[src/rtl/aim_cfg.svh]
`ifndef AIM_CFG_SVH
`define AIM_CFG_SVH

// ==========================================
// bus geometry
`define AIM_ADDR_W 8
`define AIM_DATA_W 32
`define AIM_STRB_W 4

// ==========================================
// register byte offsets
`define AIM_OFS_MODE_B 8'h00
`define AIM_OFS_MODE_C 8'h04
`define AIM_OFS_EN_LO 8'h08
`define AIM_OFS_EN_HI 8'h0C
`define AIM_OFS_RDY_LO 8'h10
`define AIM_OFS_RDY_HI 8'h14

// ==========================================
// field widths and implemented-bit counts
`define AIM_MODE_B_W 32
`define AIM_MODE_C_W 24
`define AIM_EN_LO_W 32
`define AIM_EN_HI_W 12
`define AIM_NUM_IN 44
`define AIM_MODE_IN 28
`define AIM_MODE_B_IN 16
`define AIM_FIRST_MODE_IN 16

// ==========================================
// reset values
`define AIM_RST_MODE_B 32'h0000_0000
`define AIM_RST_MODE_C 24'h00_0000
`define AIM_RST_EN_LO 32'h0000_0000
`define AIM_RST_EN_HI 12'h000
`define AIM_RST_RDY 44'h000_0000_0000

// ==========================================
// bus response codes
`define AIM_RESP_OKAY 2'h0
`define AIM_RESP_SLVERR 2'h2

`endif

[src/rtl/aim_pkg.sv]
`include "aim_cfg.svh"

package aim_pkg;

    // write channel sequencer
    typedef enum logic [0:0] {
        AIM_WR_IDLE,
        AIM_WR_RESP
    } aim_wr_st_t;

    // read channel sequencer
    typedef enum logic [0:0] {
        AIM_RD_IDLE,
        AIM_RD_DATA
    } aim_rd_st_t;

    // register selected by an address
    typedef enum logic [2:0] {
        AIM_R_MODE_B,
        AIM_R_MODE_C,
        AIM_R_EN_LO,
        AIM_R_EN_HI,
        AIM_R_RDY_LO,
        AIM_R_RDY_HI,
        AIM_R_NONE
    } aim_reg_t;

    // whole state of the register slice
    typedef struct packed {
        logic [`AIM_MODE_B_W-1:0] mode_b;
        logic [`AIM_MODE_C_W-1:0] mode_c;
        logic [`AIM_EN_LO_W-1:0] en_lo;
        logic [`AIM_EN_HI_W-1:0] en_hi;
        logic [`AIM_NUM_IN-1:0] rdy;
        logic irq;
        aim_wr_st_t wst;
        logic aw_got;
        logic w_got;
        logic [`AIM_ADDR_W-1:0] waddr;
        logic [`AIM_DATA_W-1:0] wdata;
        logic [`AIM_STRB_W-1:0] wstrb;
        logic awready;
        logic wready;
        logic bvalid;
        logic [1:0] bresp;
        aim_rd_st_t rst;
        logic arready;
        logic rvalid;
        logic [`AIM_DATA_W-1:0] rdata;
        logic [1:0] rresp;
    } aim_state_t;

endpackage

[src/rtl/aim_regs.sv]
`timescale 1ns/100ps
`include "aim_cfg.svh"

module aim_regs (
    // clock and reset
    input wire logic sys_clk_in,
    input wire logic reset_in,
    // axi4-lite write address
    input wire logic s_axi_awvalid_in,
    output logic s_axi_awready_out,
    input wire logic [`AIM_ADDR_W-1:0] s_axi_awaddr_in,
    input wire logic [2:0] s_axi_awprot_in,
    // axi4-lite write data
    input wire logic s_axi_wvalid_in,
    output logic s_axi_wready_out,
    input wire logic [`AIM_DATA_W-1:0] s_axi_wdata_in,
    input wire logic [`AIM_STRB_W-1:0] s_axi_wstrb_in,
    // axi4-lite write response
    output logic s_axi_bvalid_out,
    input wire logic s_axi_bready_in,
    output logic [1:0] s_axi_bresp_out,
    // axi4-lite read address
    input wire logic s_axi_arvalid_in,
    output logic s_axi_arready_out,
    input wire logic [`AIM_ADDR_W-1:0] s_axi_araddr_in,
    input wire logic [2:0] s_axi_arprot_in,
    // axi4-lite read data
    output logic s_axi_rvalid_out,
    input wire logic s_axi_rready_in,
    output logic [`AIM_DATA_W-1:0] s_axi_rdata_out,
    output logic [1:0] s_axi_rresp_out,
    // conversion engine events, one bit per analog_channel
    input wire logic [`AIM_NUM_IN-1:0] conv_done_in,
    input wire logic [`AIM_NUM_IN-1:0] data_read_in,
    // per-input mode selects, index 0 is analog_channel 16
    output logic [`AIM_MODE_IN-1:0] balanced_input_select_out,
    output logic [`AIM_MODE_IN-1:0] result_signed_out,
    // converter interrupt request
    output logic adc_irq_out
);

    aim_pkg::aim_state_t st_ff;
    aim_pkg::aim_state_t nxt_st;
    logic [`AIM_MODE_B_W+`AIM_MODE_C_W-1:0] mode_all;
    logic [`AIM_NUM_IN-1:0] en_all;

    // ==========================================
    // address decode
    function automatic aim_pkg::aim_reg_t decode(input logic [`AIM_ADDR_W-1:0] a);
        case (a)
            `AIM_OFS_MODE_B: decode = aim_pkg::AIM_R_MODE_B;
            `AIM_OFS_MODE_C: decode = aim_pkg::AIM_R_MODE_C;
            `AIM_OFS_EN_LO: decode = aim_pkg::AIM_R_EN_LO;
            `AIM_OFS_EN_HI: decode = aim_pkg::AIM_R_EN_HI;
            `AIM_OFS_RDY_LO: decode = aim_pkg::AIM_R_RDY_LO;
            `AIM_OFS_RDY_HI: decode = aim_pkg::AIM_R_RDY_HI;
            default: decode = aim_pkg::AIM_R_NONE;
        endcase
    endfunction

    // byte-lane merge of a write into an old value
    function automatic logic [`AIM_DATA_W-1:0] merge(
        input logic [`AIM_DATA_W-1:0] old_v,
        input logic [`AIM_DATA_W-1:0] new_v,
        input logic [`AIM_STRB_W-1:0] strb
    );
        logic [`AIM_DATA_W-1:0] r;
        r = old_v;
        for (int b = 0; b < `AIM_STRB_W; b++) begin
            if (strb[b]) begin
                r[b*8 +: 8] = new_v[b*8 +: 8];
            end
        end
        merge = r;
    endfunction

    // ==========================================
    // mode bit fan-out, two bits per input
    assign mode_all = {st_ff.mode_c, st_ff.mode_b};
    assign en_all = {st_ff.en_hi, st_ff.en_lo};

    for (genvar i = 0; i < `AIM_MODE_IN; i++) begin : g_mode
        assign balanced_input_select_out[i] = mode_all[2*i+1];
        assign result_signed_out[i] = mode_all[2*i];
    end

    // ==========================================
    // bus-facing outputs straight from the state
    assign s_axi_awready_out = st_ff.awready;
    assign s_axi_wready_out = st_ff.wready;
    assign s_axi_bvalid_out = st_ff.bvalid;
    assign s_axi_bresp_out = st_ff.bresp;
    assign s_axi_arready_out = st_ff.arready;
    assign s_axi_rvalid_out = st_ff.rvalid;
    assign s_axi_rdata_out = st_ff.rdata;
    assign s_axi_rresp_out = st_ff.rresp;
    assign adc_irq_out = st_ff.irq;

    // ==========================================
    // next-state logic
    always_comb begin
        logic aw_hs;
        logic w_hs;
        logic [`AIM_DATA_W-1:0] wd;
        aim_pkg::aim_reg_t wsel;
        aim_pkg::aim_reg_t rsel;
        nxt_st = st_ff;
        aw_hs = s_axi_awvalid_in && st_ff.awready;
        w_hs = s_axi_wvalid_in && st_ff.wready;
        wd = '0;
        wsel = aim_pkg::AIM_R_NONE;
        rsel = decode(s_axi_araddr_in);

        // ready flags: a new result beats a read in the same cycle
        nxt_st.rdy = (st_ff.rdy & ~data_read_in) | conv_done_in;

        // interrupt is any enabled input with data waiting
        nxt_st.irq = |(en_all & st_ff.rdy);

        // write address and data caught in either order
        if (aw_hs) begin
            nxt_st.aw_got = 1'b1;
            nxt_st.waddr = s_axi_awaddr_in;
        end
        if (w_hs) begin
            nxt_st.w_got = 1'b1;
            nxt_st.wdata = s_axi_wdata_in;
            nxt_st.wstrb = s_axi_wstrb_in;
        end

        case (st_ff.wst)
            aim_pkg::AIM_WR_IDLE: begin
                if (nxt_st.aw_got && nxt_st.w_got) begin
                    wsel = decode(nxt_st.waddr);
                    nxt_st.bresp = `AIM_RESP_OKAY;
                    case (wsel)
                        aim_pkg::AIM_R_MODE_B: begin
                            nxt_st.mode_b = merge(st_ff.mode_b, nxt_st.wdata,
                                nxt_st.wstrb);
                        end
                        aim_pkg::AIM_R_MODE_C: begin
                            wd = merge({8'h00, st_ff.mode_c}, nxt_st.wdata, nxt_st.wstrb);
                            nxt_st.mode_c = wd[`AIM_MODE_C_W-1:0];
                        end
                        aim_pkg::AIM_R_EN_LO: begin
                            nxt_st.en_lo = merge(st_ff.en_lo, nxt_st.wdata,
                                nxt_st.wstrb);
                        end
                        aim_pkg::AIM_R_EN_HI: begin
                            wd = merge({20'h0_0000, st_ff.en_hi}, nxt_st.wdata, nxt_st.wstrb);
                            nxt_st.en_hi = wd[`AIM_EN_HI_W-1:0];
                        end
                        aim_pkg::AIM_R_RDY_LO, aim_pkg::AIM_R_RDY_HI: begin
                            // status is read-only, write has no effect
                        end
                        default: begin
                            nxt_st.bresp = `AIM_RESP_SLVERR;
                        end
                    endcase
                    nxt_st.aw_got = 1'b0;
                    nxt_st.w_got = 1'b0;
                    nxt_st.bvalid = 1'b1;
                    nxt_st.wst = aim_pkg::AIM_WR_RESP;
                end
            end
            aim_pkg::AIM_WR_RESP: begin
                if (s_axi_bready_in) begin
                    nxt_st.bvalid = 1'b0;
                    nxt_st.wst = aim_pkg::AIM_WR_IDLE;
                end
            end
            default: begin
                nxt_st.wst = aim_pkg::AIM_WR_IDLE;
            end
        endcase

        // channel readies reopen only while no response is pending
        nxt_st.awready = (nxt_st.wst == aim_pkg::AIM_WR_IDLE) && !nxt_st.aw_got;
        nxt_st.wready = (nxt_st.wst == aim_pkg::AIM_WR_IDLE) && !nxt_st.w_got;

        // read sequencer
        case (st_ff.rst)
            aim_pkg::AIM_RD_IDLE: begin
                if (s_axi_arvalid_in && st_ff.arready) begin
                    nxt_st.rresp = `AIM_RESP_OKAY;
                    case (rsel)
                        aim_pkg::AIM_R_MODE_B: nxt_st.rdata = st_ff.mode_b;
                        aim_pkg::AIM_R_MODE_C: nxt_st.rdata = {8'h00, st_ff.mode_c};
                        aim_pkg::AIM_R_EN_LO: nxt_st.rdata = st_ff.en_lo;
                        aim_pkg::AIM_R_EN_HI: nxt_st.rdata = {20'h0_0000, st_ff.en_hi};
                        aim_pkg::AIM_R_RDY_LO: nxt_st.rdata = st_ff.rdy[31:0];
                        aim_pkg::AIM_R_RDY_HI: nxt_st.rdata = {20'h0_0000, st_ff.rdy[43:32]};
                        default: begin
                            nxt_st.rdata = '0;
                            nxt_st.rresp = `AIM_RESP_SLVERR;
                        end
                    endcase
                    nxt_st.arready = 1'b0;
                    nxt_st.rvalid = 1'b1;
                    nxt_st.rst = aim_pkg::AIM_RD_DATA;
                end
            end
            aim_pkg::AIM_RD_DATA: begin
                if (s_axi_rready_in) begin
                    nxt_st.rvalid = 1'b0;
                    nxt_st.arready = 1'b1;
                    nxt_st.rst = aim_pkg::AIM_RD_IDLE;
                end
            end
            default: begin
                nxt_st.rst = aim_pkg::AIM_RD_IDLE;
            end
        endcase

        // read address channel open whenever no read data is pending; low during reset, opens at the first edge after it
        nxt_st.arready = (nxt_st.rst == aim_pkg::AIM_RD_IDLE);
    end

    // ==========================================
    // state register, everything clears at reset
    always_ff @(posedge sys_clk_in or posedge reset_in) begin
        if (reset_in) begin
            st_ff <= '0;
        end else begin
            st_ff <= nxt_st;
        end
    end

    // ==========================================
    // checks on the register slice

    // interrupt tracks enabled ready flags one cycle later
    irq_follows_a: assert property (
        @(posedge sys_clk_in) disable iff (reset_in)
        (|(en_all & st_ff.rdy)) |=> adc_irq_out
    ) else $error("interrupt missing for enabled ready input");

    // no enabled pending input, no interrupt
    irq_masked_a: assert property (
        @(posedge sys_clk_in) disable iff (reset_in)
        ((en_all & st_ff.rdy) == '0) |=> !adc_irq_out
    ) else $error("interrupt raised without enabled ready input");

    // a completed conversion always sets its flag
    rdy_set_a: assert property (
        @(posedge sys_clk_in) disable iff (reset_in)
        (conv_done_in != '0) |=> ((st_ff.rdy & $past(conv_done_in)) == $past(conv_done_in))
    ) else $error("ready flag not set by conversion");

    // a data read clears its flag unless a new result lands
    rdy_clear_a: assert property (
        @(posedge sys_clk_in) disable iff (reset_in)
        ((data_read_in & ~conv_done_in) != '0)
        |=> ((st_ff.rdy & $past(data_read_in & ~conv_done_in)) == '0)
    ) else $error("ready flag not cleared by data read");

    // unimplemented top of input_mode_ctl_c reads zero
    mode_c_top_a: assert property (
        @(posedge sys_clk_in) disable iff (reset_in)
        (s_axi_arvalid_in && s_axi_arready_out && s_axi_araddr_in == `AIM_OFS_MODE_C)
        |=> (s_axi_rvalid_out && s_axi_rdata_out[31:24] == 8'h00)
    ) else $error("mode register c upper bits not zero");

    // unimplemented top of sample_irq_enable_hi reads zero
    en_hi_top_a: assert property (
        @(posedge sys_clk_in) disable iff (reset_in)
        (s_axi_arvalid_in && s_axi_arready_out && s_axi_araddr_in == `AIM_OFS_EN_HI)
        |=> (s_axi_rvalid_out && s_axi_rdata_out[31:12] == 20'h0_0000)
    ) else $error("enable register hi upper bits not zero");

    // full write of input_mode_ctl_b lands on the select outputs
    mode_b_write_a: assert property (
        @(posedge sys_clk_in) disable iff (reset_in)
        (s_axi_awvalid_in && s_axi_awready_out && s_axi_wvalid_in && s_axi_wready_out
            && s_axi_awaddr_in == `AIM_OFS_MODE_B && s_axi_wstrb_in == 4'hF)
        |=> (s_axi_bvalid_out && balanced_input_select_out[15] == $past(s_axi_wdata_in[31])
            && result_signed_out[15] == $past(s_axi_wdata_in[30])
            && result_signed_out[0] == $past(s_axi_wdata_in[0]))
    ) else $error("mode register b write not reflected");

    // full write of sample_irq_enable_lo lands in the enables unchanged
    en_lo_write_a: assert property (
        @(posedge sys_clk_in) disable iff (reset_in)
        (s_axi_awvalid_in && s_axi_awready_out && s_axi_wvalid_in && s_axi_wready_out
            && s_axi_awaddr_in == `AIM_OFS_EN_LO && s_axi_wstrb_in == 4'hF)
        |=> (en_all[31:0] == $past(s_axi_wdata_in))
    ) else $error("enable register lo write lost");

    // read data and valid hold until taken
    rdata_hold_a: assert property (
        @(posedge sys_clk_in) disable iff (reset_in)
        (s_axi_rvalid_out && !s_axi_rready_in) |=> (s_axi_rvalid_out && $stable(s_axi_rdata_out))
    ) else $error("read data dropped before taken");

    // write response holds until taken
    bresp_hold_a: assert property (
        @(posedge sys_clk_in) disable iff (reset_in)
        (s_axi_bvalid_out && !s_axi_bready_in) |=> s_axi_bvalid_out ##0 $stable(s_axi_bresp_out)
    ) else $error("write response dropped before taken");

    // full write of input_mode_ctl_c lands on the select outputs
    mode_c_write_a: assert property (
        @(posedge sys_clk_in) disable iff (reset_in)
        (s_axi_awvalid_in && s_axi_awready_out && s_axi_wvalid_in && s_axi_wready_out
            && s_axi_awaddr_in == `AIM_OFS_MODE_C && s_axi_wstrb_in == 4'hF)
        |=> (s_axi_bvalid_out && balanced_input_select_out[27] == $past(s_axi_wdata_in[23])
            && result_signed_out[27] == $past(s_axi_wdata_in[22])
            && balanced_input_select_out[16] == $past(s_axi_wdata_in[1]))
    ) else $error("mode register c write not reflected");

    // full write of sample_irq_enable_hi lands in the enables
    en_hi_write_a: assert property (
        @(posedge sys_clk_in) disable iff (reset_in)
        (s_axi_awvalid_in && s_axi_awready_out && s_axi_wvalid_in && s_axi_wready_out
            && s_axi_awaddr_in == `AIM_OFS_EN_HI && s_axi_wstrb_in == 4'hF)
        |=> (en_all[43:32] == $past(s_axi_wdata_in[11:0]))
    ) else $error("enable register hi write lost");

    // a set flag stays set until its data is read
    rdy_hold_a: assert property (
        @(posedge sys_clk_in) disable iff (reset_in)
        ((st_ff.rdy & ~data_read_in) != '0)
        |=> ((st_ff.rdy & $past(st_ff.rdy & ~data_read_in))
            == $past(st_ff.rdy & ~data_read_in))
    ) else $error("ready flag lost without data read");

    // read address channel reopens once read data is taken
    ar_reopen_a: assert property (
        @(posedge sys_clk_in) disable iff (reset_in)
        $fell(s_axi_rvalid_out) |-> s_axi_arready_out
    ) else $error("read address ready not restored");

endmodule

[config.mk]
export PLATFORM = sky130hd
export DESIGN_NAME = aim_regs
export DESIGN_NICKNAME = d
export VERILOG_FILES = /design/src/rtl/aim_pkg.sv /design/src/rtl/aim_regs.sv
export VERILOG_INCLUDE_DIRS = /design/src /design/src/rtl
export SDC_FILE = /design/constraint.sdc
export NUM_CORES = 1
export LEC_CHECK = 0
export ABC_AREA = 1
export BUFFER_PORTS_ARGS = -buffer_cell sky130_fd_sc_hd__buf_4
export CORE_MARGIN = 4
export CORE_UTILIZATION = 34
export DETAILED_ROUTE_END_ITERATION = 16
export PLACE_DENSITY_LB_ADDON = 0.2
export SETUP_SLACK_MARGIN = 0.5
export SLEW_MARGIN = 20
export SYNTH_ARGS = -nofsm -noshare
export SYNTH_HDL_FRONTEND = slang
export SYNTH_SLANG_ARGS = --single-unit
[constraint.sdc]
create_clock -name sys_clk_in -period 20.1 [get_ports sys_clk_in]
set_input_delay 4.02 -clock sys_clk_in [delete_from_list [all_inputs] [get_ports sys_clk_in]]
set_output_delay 4.02 -clock sys_clk_in [all_outputs]
set_load 0.05 [all_outputs]
==> results summary <==
The number of H-tree levels came out at 1. The worst hold path belongs to the class flop to flop. The number of nets in the final layout came out at 1643. The worst hold path begins at st_ff[36]$_DFF_PP0_. Static timing analysis puts the maximum clock frequency at 150.0 MHz.

The flow ran to the end, and the final reports show no timing, DRC or antenna violations. The number of fill cells came out at 3455. The critical path is of the input port to flop type.

The floorplan die area came out at 37770 um^2. The global routing stage identified its most utilized layer as met2. The instance count of the mapped netlist is 1342. Of all nets on the critical path, the largest fanout is 19.

The worst vdd rail ir drop came out at 0.07253 mV. Yosys printed 0 warnings. The share of power burned in combinational logic came out at 0.271.

Of the total synthesized cell area, the portion taken by full adders, half adders and majority gates is 0.001060. After global routing the overflow that remains totals 0. The maximum number of pins on one net before global-route repair is 125.

The areal power density over the cells came out at 110.4 nW/um^2. After floorplanning, the core was divided into 67 placement rows. The post-synthesis register bit count is 232. The time the final worst path needs with I/O delays and setup came out at 6.667 ns.

The number of vias in the routed layout came out at 8996. The cell area after layout came out at 14310 um^2. The switching power of the nets came out at 0.5452 mW. Yosys attributes the largest share of cell area to sky130_fd_sc_hd__dfrtp_1 49%, sky130_fd_sc_hd__nand2_1 12%, sky130_fd_sc_hd__o21ai_2 7.0%, sky130_fd_sc_hd__buf_4 6.0%, sky130_fd_sc_hd__inv_1 4.7%.

For this run, the slowest stage of the critical path takes 0.68 ns. The wire length per cell came out at 18.06 um. The parity-gate share of the synthesized area counting xor and xnor cells came out at 0. Of the synthesized area, sequential elements account for 0.4917.

The final-layout setup total negative slack is 0 ns. The most frequently used cell type in the post-synthesis netlist is sky130_fd_sc_hd__nand2_1. The proportion of register bits with asynchronous set or reset after synthesis came out at 1.000.

Timing analysis after detailed placement gives a worst setup slack of 12.86 ns. The critical path required time is 20.58 ns. The share of total power dissipated in sequential elements is 0.376. On the final layout, the worst hold slack is 0.4341 ns. STA classifies the critical path startpoint as an input port. The endpoint arrival time on the critical path is 7.15 ns. Counting the buffers created by CTS gives 28. In this run, synthesis inferred 0 flip-flops with an integrated enable. The area fraction in compound gates after synthesis is 0.1318.

Summing all multi-input logic gate instances after layout gives 4472 um^2. The global-route wire length before repair came out at 54.65 mm. The wire length reported by the detailed router came out at 35.33 mm. The combined flip-flop and latch cell area is 5806 um^2. For the pin with the worst max-slew slack, the measured transition is 0.9757 ns. Counting stages on the worst path, the most repeated cell is sky130_fd_sc_hd__nand2_1.

The port buffer count came out at 242. The number of gates given a new drive strength after cts came out at 0. Of the post-synthesis cell area, the part taken by muxes is 0. The cell type with the highest aggregate area in the netlist is sky130_fd_sc_hd__dfrtp_1.

The via count of the first global-routing pass was 9257. Of the total synthesized cell area, the portion taken by AND, OR, NAND and NOR gates is 0.2450. The starting utilization of the core area is 0.3486. The post-DP HPWL came out at 25.92 mm. The number of placed instances with taps included is 1907. The tree is rooted in a sky130_fd_sc_hd__clkbuf_16. The die is 194.4 um tall.

The synthesis-to-layout area growth came out at 21.16%. The path with the worst hold slack has its endpoint at s_axi_rvalid_out$_DFFE_PP0P_. On the critical path, the stage with the largest delay is an instance of sky130_fd_sc_hd__nor2_2. During I/O placement, the number of pins put on the boundary was 251.

The global routing usage on met2 is 0.2850. TritonCTS built the clock tree. The endpoint identified for the worst register-to-register timing path is en_all[4]$_DFFE_PP0P_. The number of optimization iterations in the first detailed-route pass is 5. The number of cells traversed by the worst register-to-register path came out at 10. In the synthesized netlist, the cells that appear most often are 380 x sky130_fd_sc_hd__nand2_1, 232 x sky130_fd_sc_hd__dfrtp_1, 148 x sky130_fd_sc_hd__inv_1.

The routability-driven placement congestion ratio is 0.8131. In this run the worst setup path begins at s_axi_araddr_in[7]. The global-route met3 utilization came out at 0.04449. Walking the worst path, the cells encountered are buf_4, nor2_2, nand3_1, nor2_2, inv_1, ha_1, nor2_2, nand2_2, inv_2, nand2_1, nand2_1, nor2_1, nand2_1, nand2_1, nand2_1.

The fraction of final layout cells with drive strength greater than 1 came out at 0.3028. STA classifies the critical path endpoint as a flop. Headroom to the max-slew limit came out at 0.3471. The period utilization is 0.3317. The number of setup buffers added after CTS came out at 0. Of the total power, the clock network draws 0.353. The clock net sink count is 232. Of the total power, the share spent switching nets is 0.3452.

The static leakage came out at 7.378 nW. The cts-stage hold buffer count is 0. The number of violations of the max-capacitance limit came out at 0. The startpoint identified for the worst register-to-register timing path is s_axi_wready_out$_DFF_PP0_.

The worst path buffer plus inverter count is 3. Setup repair after global routing left no endpoint under its margin. The worst setup slack after layout is 13.43 ns.

The clock arrives with 0.008940 ns of skew. Grouping stages by cell kind, the critical path spends the most delay in simple AND/OR/NAND/NOR gates. The count of different cell masters after synthesis is 36. For the worst-skew pair, the clock arrives at the later sink with an insertion delay of 0.55 ns. The netlist area before placement came out at 11810 um^2. The clock input transition at the sequential cells of the worst setup and hold paths came out at 0.06 ns. The number of nets with antenna violations after routing came out at 0. The detailed router finished its first iteration with 508 violations. The maximum buffer depth of the clock tree came out at 3. The routed via count divided by cell count came out at 4.597.

The internal power contribution is 1.034 mW. The width of the die is 194.4 um. After synthesis, the largest family of logic cells by area is simple AND/OR/NAND/NOR gates. The number of max-slew violations in the final report is 0.

The placed cell area came out at 13290 um^2. The number of setup violations in the final report came out at 0. The setup slack of the worst register-to-register path came out at 17.17 ns. The number of standard cells in the final layout excluding fillers is 1957. Each instance of the synthesized netlist takes up on average 8.798 um^2. The count of final hold-check violations is 0. In the routed design, unresolved DRC markers number 0. The total inserted antenna cells is 0. The global routing met1 resource utilization came out at 0.2607. Counting instances, the worst hold path has a depth of 1. The number of antenna violations at the first check in global routing is 0. The flip-flop cell with the highest count after synthesis is sky130_fd_sc_hd__dfrtp_1. The total global routing track utilization came out at 0.1833. The core box area is 33870 um^2.

The top-area cell type share of the netlist area is 0.4917.
-- cells by family after synthesis --
kind of cell,count (synthesis)
simple gates,616
buf+inv,286
flops,232
compound gates,206
fa+ha+maj,1
other cells,1
-- worst max path at each step --
stage / endpoint / slack [ns] / cells past startpoint
6_report: s_axi_rdata_out[5]$_DFFE_PP0P_ / 13.43 / 15
5_1_grt: s_axi_rdata_out[5]$_DFFE_PP0P_ / 13.12 / 15
4_1_cts: s_axi_rdata_out[5]$_DFFE_PP0P_ / 13.45 / 15
3_5_place_dp: s_axi_rdata_out[5]$_DFFE_PP0P_ / 12.86 / 15
3_3_place_gp: s_axi_rdata_out[5]$_DFFE_PP0P_ / 12.93 / 15
2_1_floorplan: adc_irq_out$_DFF_PP0_ / 9.72 / 1
-- cell type report --
| cell class | count | area share |
|---|---|---|
| flip-flops and latches | 232 | 0.4058 |
| multi-input cells | 825 | 0.3126 |
| repair buffers | 248 | 0.1301 |
| clock buffers | 38 | 0.05659 |
| inverters | 154 | 0.04102 |
| well taps | 448 | 0.03918 |
| clock inverters | 12 | 0.01469 |
-- state kept, by name, indices dropped and copies added, names as in the netlist --
name and cells:
adc_irq_out 1, balanced_input_select_out 28, en_all 44, result_signed_out 28, s_axi_arready_out 1, s_axi_awready_out 1
s_axi_bresp_out 1, s_axi_bvalid_out 1, s_axi_rdata_out 32, s_axi_rresp_out 1, s_axi_rvalid_out 1, s_axi_wready_out 1
st_ff 92
-- layout by cell type, fill, tap and decap left out, types with 2 or more instances in the layout --
cell,netlist,final
sky130_fd_sc_hd__a21oi_1,13,13
sky130_fd_sc_hd__a31oi_1,12,12
sky130_fd_sc_hd__and2_1,32,32
sky130_fd_sc_hd__buf_4,95,248
sky130_fd_sc_hd__bufinv_16,0,6
sky130_fd_sc_hd__clkbuf_1,16,4
sky130_fd_sc_hd__clkbuf_16,0,29
sky130_fd_sc_hd__clkbuf_8,0,5
sky130_fd_sc_hd__clkinv_2,1,7
sky130_fd_sc_hd__conb_1,1,2
sky130_fd_sc_hd__dfrtp_1,232,232
sky130_fd_sc_hd__inv_1,148,147
sky130_fd_sc_hd__inv_2,5,5
sky130_fd_sc_hd__nand2_1,380,380
sky130_fd_sc_hd__nand2_2,24,24
sky130_fd_sc_hd__nand2_4,4,4
sky130_fd_sc_hd__nand3_1,53,53
sky130_fd_sc_hd__nand3_2,2,2
sky130_fd_sc_hd__nand3_4,11,11
sky130_fd_sc_hd__nand4_1,14,14
sky130_fd_sc_hd__nor2_1,73,72
sky130_fd_sc_hd__nor2_2,4,5
sky130_fd_sc_hd__nor2_4,7,7
sky130_fd_sc_hd__nor2_8,2,2
sky130_fd_sc_hd__nor4_1,3,3
sky130_fd_sc_hd__o2111ai_1,8,8
sky130_fd_sc_hd__o21ai_0,18,18
sky130_fd_sc_hd__o21ai_1,10,10
sky130_fd_sc_hd__o21ai_2,95,95
sky130_fd_sc_hd__o21bai_1,49,49
sky130_fd_sc_hd__or2_2,4,4
-- through the flow --
| stage | util | total power [mW] |
|---|---|---|
| after global routing | 0.4224 | 1.671 |
| after detailed placement | 0.3923 | 1.036 |
| final | 0.4224 | 1.580 |
| after CTS | 0.4224 | 1.604 |
| after global placement | 0.3923 | 1.028 |
| after floorplan | - | 0.9184 |
-- power groups by stage --
stage	Sequential (mW)	Clock (mW)	Combinational, mW
after floorplan	0.608	0	0.310
after global placement	0.600	0	0.428
after detailed placement	0.602	0	0.434
after CTS	0.594	0.574	0.435
after global routing	0.603	0.593	0.475
final	0.594	0.558	0.428
-- routing by layer --
layer,vias to the layer above,share of wire
li1,4468,-
met1,4256,0.47
met2,233,0.44
met3,39,0.064
met4,0,0.022
met5,-,0
(Power assumes the default switching activity.)
